`src/verilog/mts_regs.svh`:
```
`ifndef MTS_REGS_SVH
`define MTS_REGS_SVH

// Register word indices
`define MTS_A_CTRL      3'h0
`define MTS_A_COUNT     3'h1
`define MTS_A_DELAY     3'h2
`define MTS_A_STAT      3'h3
`define MTS_A_DISP      3'h4
`define MTS_A_CMD       3'h5

// Control and command field positions
`define MTS_F_SRC_LO    0
`define MTS_F_SRC_HI    1
`define MTS_F_TOUT      2
`define MTS_F_HOLD      3
`define MTS_F_REMOTE    4
`define MTS_F_TOL_LO    5
`define MTS_F_TOL_HI    6
`define MTS_F_DAUTO     7
`define MTS_F_CMD_RST   0

// Reset values
`define MTS_RST_SRC     2'h0
`define MTS_RST_TOL     2'h1
`define MTS_RST_COUNT   16'h0001
`define MTS_RST_DLY_MS  22'h000000

// Limits
`define MTS_CNT_MAX     16'hC350
`define MTS_DLY_MAX_S   32'h00000E10
`define MTS_MS_PER_S    32'h000003E8

// Timing
`define MTS_CLK_NS      32'h00000064
`define MTS_MS_NS       32'h000F4240
`define MTS_COMP_NS     32'h000001F4

// Hold band: half band of tol/10000 on either side
`define MTS_TOL_DIV     16'h4E20
`define MTS_TOL_K0      10'h001
`define MTS_TOL_K1      10'h00A
`define MTS_TOL_K2      10'h064
`define MTS_TOL_K3      10'h3E8

`endif

```
`src/verilog/mts_pkg.sv`:
```
`default_nettype none
package mts_pkg;

    typedef enum logic [1:0] {
        src_auto   = 2'h0,
        src_single = 2'h1,
        src_ext    = 2'h2
    } mts_src_t;

    typedef enum logic [1:0] {
        st_idle = 2'h0,
        st_dly  = 2'h1,
        st_meas = 2'h2
    } mts_state_t;

    typedef struct packed {
        logic [2:0]  addr;
        logic [31:0] wdata;
        logic        wr;
        logic        rd;
    } mts_bus_req_t;

    typedef struct packed {
        logic               done;
        logic signed [23:0] value;
    } mts_rdg_t;

    typedef struct packed {
        logic [1:0]         src;
        logic               tout_en;
        logic               hold_en;
        logic               remote;
        logic [1:0]         tol;
        logic               dly_auto;
        logic [15:0]        count;
        logic [21:0]        dly_ms;
        mts_state_t         state;
        logic [15:0]        left;
        logic [13:0]        ms_cnt;
        logic [21:0]        dly_left;
        logic               start;
        logic               sampling;
        logic               comp_b;
        logic [3:0]         comp_cnt;
        logic               ext_s1;
        logic               ext_s2;
        logic               ext_p;
        logic               key_s1;
        logic               key_s2;
        logic               key_p;
        logic [1:0]         hist_n;
        logic signed [23:0] r1;
        logic signed [23:0] r2;
        logic signed [23:0] disp;
        logic               stable;
        logic [31:0]        rdata;
    } mts_st_t;

endpackage
`default_nettype wire

```
`src/verilog/mts_seq.sv`:
```
// Contract
// - Trigger source is auto, single key press, or external input.
// - Each accepted trigger takes one reading or a programmed count.
// - Trigger source returns to auto at power-up and remote reset.
// - Auto source retriggers back to back at full rate.
// - Single source: each key press starts one burst; the code ignores presses made while a burst is running.
// - External source: each low pulse on input starts one burst; the code ignores pulses that arrive while a burst is running.
// - Sampling indicator lit during every single measurement.
// - Single key press in remote mode returns to local operation.
// - Hold filter active only locally, ignored in remote mode.
// - Stable means three consecutive readings within tolerance band.
// - Tolerance 0.01, 0.1, 1 or 10 percent; default 0.1 percent.
// - Display kept if new stable reading within band of shown value.
// - Count 1 to 50000, default 1, restored by remote reset.
// - Programmed delay precedes every reading of a burst.
// - Manual delay up to 3600 s; resets to automatic delay.
// - Manual delay applies equally in every function and range.
// - Completion pulse low after each measurement only when enabled.
// - Completion output and external input form a handshake.
`default_nettype none
`include "mts_regs.svh"

module mts_seq #(
    parameter int unsigned CYC_PER_MS  = `MTS_MS_NS / `MTS_CLK_NS,
    parameter logic [21:0] AUTO_DLY_MS = 22'h000000
) (
    input  wire logic                 mclk,
    input  wire logic                 rst_b,
    input  wire mts_pkg::mts_bus_req_t bus_req,
    output var  logic [31:0]          bus_rdata,
    input  wire logic                 ext_trig_b,
    input  wire logic                 single_key,
    input  wire mts_pkg::mts_rdg_t    rdg,
    output var  logic                 meas_start,
    output var  logic                 sampling_led,
    output var  logic                 measurement_complete_output_b,
    output var  logic                 remote_mode,
    output var  logic                 hold_stable,
    output var  logic signed [23:0]   display_value
);

    localparam logic [3:0] COMP_CYC =
        4'((`MTS_COMP_NS + `MTS_CLK_NS - 1) / `MTS_CLK_NS);
    localparam logic [21:0] DLY_MAX =
        22'(`MTS_DLY_MAX_S * `MTS_MS_PER_S);
    localparam logic [13:0] MS_LAST = 14'(CYC_PER_MS - 1);

    localparam mts_pkg::mts_st_t ST_RST = '{
        src:      `MTS_RST_SRC,
        tol:      `MTS_RST_TOL,
        dly_auto: 1'b1,
        count:    `MTS_RST_COUNT,
        dly_ms:   `MTS_RST_DLY_MS,
        state:    mts_pkg::st_idle,
        comp_b:   1'b1,
        ext_s1:   1'b1,
        ext_s2:   1'b1,
        ext_p:    1'b1,
        default:  '0
    };

    mts_pkg::mts_st_t s_r;
    mts_pkg::mts_st_t s_nxt;
    logic             ext_fall;
    logic             key_rise;
    logic             trig;
    logic             ctrl_wr;
    logic             cmd_rst;
    logic             stable3;

    // Half-band test against the reference magnitude
    function automatic logic in_band(
        input logic signed [23:0] ref_v,
        input logic signed [23:0] new_v,
        input logic [1:0]         tol
    );
        logic signed [24:0] d;
        logic [24:0]        ad;
        logic [24:0]        ar;
        logic [9:0]         k;
        logic [47:0]        lhs;
        logic [47:0]        rhs;
        d   = 25'(ref_v) - 25'(new_v);
        ad  = d[24] ? 25'(-d) : 25'(d);
        ar  = ref_v[23] ? 25'(-26'(ref_v)) : 25'(ref_v);
        case (tol)
            2'h0:    k = `MTS_TOL_K0;
            2'h1:    k = `MTS_TOL_K1;
            2'h2:    k = `MTS_TOL_K2;
            default: k = `MTS_TOL_K3;
        endcase
        lhs = 48'(ad) * 48'(`MTS_TOL_DIV);
        rhs = 48'(ar) * 48'(k);
        return lhs <= rhs;
    endfunction

    // Only the second stage and its delayed copy feed edge logic
    assign ext_fall = s_r.ext_p & ~s_r.ext_s2;
    assign key_rise = s_r.key_s2 & ~s_r.key_p;
    assign ctrl_wr  = bus_req.wr && bus_req.addr == `MTS_A_CTRL;
    assign cmd_rst  = bus_req.wr && bus_req.addr == `MTS_A_CMD
                      && bus_req.wdata[`MTS_F_CMD_RST];
    assign stable3  = s_r.hist_n == 2'h2
                      && in_band(rdg.value, s_r.r1, s_r.tol)
                      && in_band(rdg.value, s_r.r2, s_r.tol);

    always_comb begin
        case (mts_pkg::mts_src_t'(s_r.src))
            mts_pkg::src_auto:   trig = 1'b1;
            mts_pkg::src_single: trig = key_rise;
            mts_pkg::src_ext:    trig = ext_fall;
            default:             trig = 1'b0;
        endcase
    end

    always_comb begin
        s_nxt          = s_r;
        s_nxt.start    = 1'b0;
        s_nxt.rdata    = 32'h00000000;
        s_nxt.ext_s1   = ext_trig_b;
        s_nxt.ext_s2   = s_r.ext_s1;
        s_nxt.ext_p    = s_r.ext_s2;
        s_nxt.key_s1   = single_key;
        s_nxt.key_s2   = s_r.key_s1;
        s_nxt.key_p    = s_r.key_s2;

        if (key_rise) begin
            s_nxt.remote = 1'b0;
        end

        if (bus_req.wr) begin
            case (bus_req.addr)
                `MTS_A_CTRL: begin
                    s_nxt.src      = bus_req.wdata[`MTS_F_SRC_HI:
                                                   `MTS_F_SRC_LO];
                    s_nxt.tout_en  = bus_req.wdata[`MTS_F_TOUT];
                    s_nxt.hold_en  = bus_req.wdata[`MTS_F_HOLD];
                    s_nxt.remote   = bus_req.wdata[`MTS_F_REMOTE];
                    s_nxt.tol      = bus_req.wdata[`MTS_F_TOL_HI:
                                                   `MTS_F_TOL_LO];
                    s_nxt.dly_auto = bus_req.wdata[`MTS_F_DAUTO];
                end
                `MTS_A_COUNT: begin
                    if (bus_req.wdata[15:0] == 16'h0000) begin
                        s_nxt.count = 16'h0001;
                    end else if (bus_req.wdata[31:16] != 16'h0000
                                 || bus_req.wdata[15:0]
                                    > `MTS_CNT_MAX) begin
                        s_nxt.count = `MTS_CNT_MAX;
                    end else begin
                        s_nxt.count = bus_req.wdata[15:0];
                    end
                end
                `MTS_A_DELAY: begin
                    // Manual delay capped at 3600 s
                    if (bus_req.wdata[31:22] != 10'h000
                        || bus_req.wdata[21:0] > DLY_MAX) begin
                        s_nxt.dly_ms = DLY_MAX;
                    end else begin
                        s_nxt.dly_ms = bus_req.wdata[21:0];
                    end
                end
                default: begin
                end
            endcase
        end

        if (cmd_rst) begin
            s_nxt.src      = `MTS_RST_SRC;
            s_nxt.tol      = `MTS_RST_TOL;
            s_nxt.count    = `MTS_RST_COUNT;
            s_nxt.dly_ms   = `MTS_RST_DLY_MS;
            s_nxt.dly_auto = 1'b1;
        end

        if (bus_req.rd) begin
            case (bus_req.addr)
                `MTS_A_CTRL: s_nxt.rdata = {24'h000000, s_r.dly_auto,
                    s_r.tol, s_r.remote, s_r.hold_en, s_r.tout_en,
                    s_r.src};
                `MTS_A_COUNT: s_nxt.rdata = {16'h0000, s_r.count};
                `MTS_A_DELAY: s_nxt.rdata = {10'h000, s_r.dly_ms};
                `MTS_A_STAT: s_nxt.rdata = {10'h000, s_r.state,
                    s_r.stable, s_r.sampling, s_r.comp_b,
                    s_r.state != mts_pkg::st_idle, s_r.left};
                `MTS_A_DISP: s_nxt.rdata = 32'(s_r.disp);
                default: s_nxt.rdata = 32'h00000000;
            endcase
        end

        // Pulse low for a fixed count
        if (!s_r.comp_b) begin
            if (s_r.comp_cnt == 4'h0) begin
                s_nxt.comp_b = 1'b1;
            end else begin
                s_nxt.comp_cnt = s_r.comp_cnt - 4'h1;
            end
        end

        case (s_r.state)
            mts_pkg::st_idle: begin
                if (trig) begin
                    s_nxt.left     = s_r.count;
                    s_nxt.dly_left = s_r.dly_auto ? AUTO_DLY_MS
                                                  : s_r.dly_ms;
                    s_nxt.ms_cnt   = 14'h0000;
                    s_nxt.state    = mts_pkg::st_dly;
                end
            end
            mts_pkg::st_dly: begin
                if (s_r.dly_left == 22'h000000) begin
                    s_nxt.start    = 1'b1;
                    s_nxt.sampling = 1'b1;
                    s_nxt.state    = mts_pkg::st_meas;
                end else if (s_r.ms_cnt == MS_LAST) begin
                    s_nxt.ms_cnt   = 14'h0000;
                    s_nxt.dly_left = s_r.dly_left - 22'h000001;
                end else begin
                    s_nxt.ms_cnt   = s_r.ms_cnt + 14'h0001;
                end
            end
            mts_pkg::st_meas: begin
                if (rdg.done) begin
                    s_nxt.sampling = 1'b0;
                    if (s_r.tout_en) begin
                        s_nxt.comp_b   = 1'b0;
                        s_nxt.comp_cnt = COMP_CYC - 4'h1;
                    end
                    if (s_r.left <= 16'h0001) begin
                        s_nxt.left  = 16'h0000;
                        s_nxt.state = mts_pkg::st_idle;
                    end else begin
                        s_nxt.left     = s_r.left - 16'h0001;
                        s_nxt.dly_left = s_r.dly_auto ? AUTO_DLY_MS
                                                      : s_r.dly_ms;
                        s_nxt.ms_cnt   = 14'h0000;
                        s_nxt.state    = mts_pkg::st_dly;
                    end
                end
            end
            default: begin
                s_nxt.state = mts_pkg::st_idle;
            end
        endcase

        if (rdg.done && s_r.state == mts_pkg::st_meas) begin
            s_nxt.r1     = rdg.value;
            s_nxt.r2     = s_r.r1;
            if (s_r.hist_n != 2'h2) begin
                s_nxt.hist_n = s_r.hist_n + 2'h1;
            end
            s_nxt.stable = stable3;
            if (!s_r.hold_en || s_r.remote) begin
                s_nxt.disp = rdg.value;
            end else if (stable3
                         && !in_band(s_r.disp, rdg.value, s_r.tol)) begin
                s_nxt.disp = rdg.value;
            end
        end
    end

    always_ff @(posedge mclk or negedge rst_b) begin
        if (!rst_b) begin
            s_r <= ST_RST;
        end else begin
            s_r <= s_nxt;
        end
    end

    assign bus_rdata                     = s_r.rdata;
    assign meas_start                    = s_r.start;
    assign sampling_led                  = s_r.sampling;
    assign measurement_complete_output_b = s_r.comp_b;
    assign remote_mode                   = s_r.remote;
    assign hold_stable                   = s_r.stable;
    assign display_value                 = s_r.disp;
endmodule
`default_nettype wire

```
`config.mk`:
```
export PLATFORM = sky130hd
export DESIGN_NAME = mts_seq
export DESIGN_NICKNAME = d
export VERILOG_FILES = /design/src/verilog/mts_pkg.sv /design/src/verilog/mts_seq.sv
export VERILOG_INCLUDE_DIRS = /design/src /design/src/verilog
export SDC_FILE = /design/constraint.sdc
export NUM_CORES = 2
export LEC_CHECK = 0
export BUFFER_PORTS_ARGS = -buffer_cell sky130_fd_sc_hd__buf_2
export CAP_MARGIN = 0
export CORE_MARGIN = 8
export CORE_UTILIZATION = 51
export CTS_BUF_LIST = sky130_fd_sc_hd__clkbuf_16
export CTS_CLUSTER_DIAMETER = 50
export DETAILED_ROUTE_END_ITERATION = 16
export HOLD_SLACK_MARGIN = 0.05
export PLACE_DENSITY_LB_ADDON = 0.2
export SLEW_MARGIN = 0
export SYNTH_ARGS = -nofsm -noshare
export SYNTH_HDL_FRONTEND = slang
export SYNTH_SLANG_ARGS = --single-unit
```
`constraint.sdc`:
```
create_clock -name mclk -period 9.35 [get_ports mclk]
set_input_delay 0.4675 -clock mclk [delete_from_list [all_inputs] [get_ports mclk]]
set_output_delay 0.4675 -clock mclk [all_outputs]
set_load 0.01 [all_outputs]
```
==> results by group <==
Detailed routing
  – Via Count: roughly 42,000
  – Total routed wirelength: 138,800 um
  – First-iteration detailed-routing DRC count: 3,396
  – Remaining number of nets flagged by the antenna check after routing: 0
  – WL per Instance: roughly 19 um
  – Pre-antenna DRT Iters: 6
  – Drc violations: 0
  – Detailed-route vias per instance: 5.581

Yosys
  – Post-synthesis async set-or-reset flop share: 100.0%
  – Complex-gate fraction of the synthesized area: approximately 17%
  – Post-Synth Adder-Cell Area: 40.85%
  – Dominant cell type by area after synthesis: fa_1
  – Total standard cell area after synthesis: 44,650 um^2
  – Biggest area contributors in the synthesized netlist: fa_1, ha_1, dfrtp_1
  – Number of instances in the synthesized netlist: 5,232
  – Post-synth EDFFs: 0
  – Syn Area/Cell: 8.534 um^2
  – Xor and xnor area share after synthesis: 7.096%
  – Number of register bits inferred by synthesis: 212
  – Synth Area in Simple Gates: ~14%
  – Share of Yosys cell area claimed by the top area cell type: 22.46%
  – Library cells used by synthesis: approximately 100
  – Ys flop type: dfrtp_1
  – Multiplexer fraction of the synthesized cell area: 0.4316%
  – Number of warning messages in the yosys log: 0
  – Seq/Total Area, Yosys: 11.90%
  – Dominant combinational cell family by area after synthesis: adder cells

Global routing
  – First-pass GRT wire length: 218,900 um
  – Total gr overflow: 0
  – Number of global-route vias before repair: 41,130
  – All-Layer GR Usage: between 20% and 30%
  – Number of antenna violations at the first check in global routing: 5
  – Largest net degree at the start of global routing: 134

Worst setup path
  – Max FO, Critical Path: 12
  – Data required time at the worst endpoint: 9.78 ns
  – Reg2reg path depth: 43
  – Flop2flop setup slack: -0.27 ns
  – Startpoint kind of the worst setup timing path: register
  – CP arrival: 10.06 ns
  – Standard cell with the maximum stage delay on the critical path: fa_1
  – Maximum cell stage delay along the critical path: 0.54 ns
  – Reg-to-reg endpoint: display_value[16]
  – Critical path type: reg -> reg
  – Crit. End Element: register
  – Cell repeated most along the worst path: inv_1
  – Crit Reg-Reg Startpoint: s_r[57]

Timing
  – Max-slew violation count: 0
  – Transition time of the tightest slew-check pin: 1.200 ns
  – Relative slew slack: 20.00%
  – Final period utilization: 102.9%
  – Minimum clock period after layout: approximately 9.6 ns
  – Final-layout worst hold slack: 0.04550 ns
  – Setup repair after global routing missed its margin: yes
  – Maximum achievable frequency: 103.9 MHz
  – Setup ws final: -0.2731 ns
  – Setup skew after layout: 0.01080 ns
  – Finish-stage setup viols: 24
  – Hold violation count in the final report: 0

Cells and area
  – Post-route design area: ~56,000 um^2
  – Share of layout cells above drive strength 1: 23.83%
  – Commonest non-fill, non-tap cell in the layout: buf_4
  – Number of nets in the layout: 7,514
  – Area growth from synthesis to layout: 26.22%
  – Leading cell types in the layout, fill and taps excluded: buf_4, inv_1, ha_1
  – Final non-filler cell total: 7,471

Floorplan
  – Area enclosed by the die boundary: between 90,000 and 100,000 um^2
  – Horizontal die dimension: 311.9 um
  – CORE AREA: 86,750 um^2
  – Initial cell density of the core: 51.47%
  – Total I/O pin count: 127
  – Vertical die dimension: between 300 and 400 um
  – Cell row count: 108

Placement
  – Count of input and output buffers: 126
  – Total instance count after detailed placement: 7,381
  – Half-perimeter wire length after placement: 116,700 um
  – Final RePlAce weighted congestion: 0.9885
  – Instance area after placement: 54,010 um^2

Status
  – Violations in the final reports: negative setup slack
  – Status: complete, but fails checks

Clock network
  – Source-to-sink clock delay at the later pin of the worst-skew pair: 0.53 ns
  – Count of H-tree levels built during CTS: 1
  – Total clock sinks: 212
  – Largest buffer count on any clock path: 3
  – CTS clock-pin slew for the worst setup and hold paths: 0.06 ns
  – Clock tree from TritonCTS: built
  – Master cell of the clock root buffer: clkbuf_16
  – CTS buffer count: 26

Min path
  – Path class of the lowest-slack min-delay path: in -> async

Flow run
  – Number of max-cap violations: 0
[registers in the layout, indices dropped and copies added (netlist names)]
register / count
s_r: 155
meas_start: 1
measurement_complete_output_b: 1
hold_stable: 1
sampling_led: 1
bus_rdata: 24
remote_mode: 1
s_nxt: 4
display_value: 24
[critical path, delay by kind of cell (launching register included)]
kind                       cells  cell delay, ns
AOI/OAI and AO/OA             15            3.35
xor gates and xnor gates       2            0.37
adders and majority gates      9            3.05
buffers and inverters          8            0.78
DFF                            1            0.38
and+or+nand+nor                9            1.57
[how the worst max path moves through the flow]
| stage | startpoint | to | slack [ns] | cells after the start |
|---|---|---|---|---|
| after detailed placement | rdg[0] | display_value[21] | -0.99 | 44 |
| after global placement | rdg[0] | display_value[12] | -0.80 | 45 |
| after CTS | display_value[0] | display_value[12] | -0.18 | 44 |
| final | s_r[57] | display_value[16] | -0.27 | 43 |
| after floorplan | rdg[7] | display_value[15] | 0.005 | 46 |
| after global routing | s_r[57] | display_value[21] | -0.78 | 42 |
[final cells by class]
class | instances | area, um^2
Timing Repair Buffer | 1216 | 8994
Tap cell | 1155 | 1445
Sequential cell | 212 | 5314
Fill cell | 7274 | 30400
Multi-Input combinational cell | 4039 | 36730
Clock inverter | 21 | 193.9
Inverter | 796 | 2992
Antenna cell | 5 | 12.51
Clock buffer | 27 | 675.6
[through the flow]
stage | TNS, ns | setup slack (ns) | util [%]
2_1_floorplan | 0 | 0.004842 | -
3_5_place_dp | -23.64 | -0.9936 | 62.26
4_1_cts | -3.720 | -0.1776 | 64.10
5_1_grt | -17.86 | -0.7760 | 64.94
3_3_place_gp | -19.44 | -0.7965 | 62.26
6_report | -5.612 | -0.2731 | 64.96
[what timing repair did]
action | 4_1_cts | 5_1_grt
setup endpoints to repair | 25 | 25
buffers inserted | 17 | 16
hold buffers | 2 | 0
resized for setup | 102 | 114
pin swaps | 62 | 85
endpoints found under the hold margin | 2 | 0
gates cloned | 0 | 2
[cell usage after synthesis (all sizes together) (11+ instances only)]
cell / number
a21o: 84
o21a: 50
nand2b: 67
a32oi: 11
or2: 21
clkbuf: 129
nor2: 348
buf: 74
o211ai: 70
a22o: 19
and2: 63
o21bai: 30
xnor2: 232
a31oi: 30
a211o: 11
nand2: 402
a21oi: 316
a22oi: 43
nor3: 85
xor2: 128
ha: 656
and3: 42
nor2b: 46
nor4: 39
inv: 794
o21ai: 302
dfrtp: 205
fa: 501
or3: 22
nand4: 47
o31ai: 36
nand3: 93
a211oi: 36
mux2i: 17
[kinds of logic after synthesis]
group                    Yosys count
XOR/XNOR                         360
multiplexers                      19
flip-flops                       212
other                              2
adder cells (fa/ha/maj)         1157
AO/OA/AOI/OAI                   1160
buffers and inverters            999
AND/OR/NAND/NOR                 1323
[metal layers]
layer | up-vias | part of all wire (%) | track usage (%)
met4 | 2 | 3.0 | 6.910
met1 | 20340 | 44 | 38.87
met5 | - | 0.0072 | 0
met3 | 239 | 7.2 | 3.376
li1 | 19750 | - | -
met2 | 1364 | 45 | 44.13
Power is not shown: default switching activity piles up to over one toggle a cycle in this logic, so the estimate is an artifact.
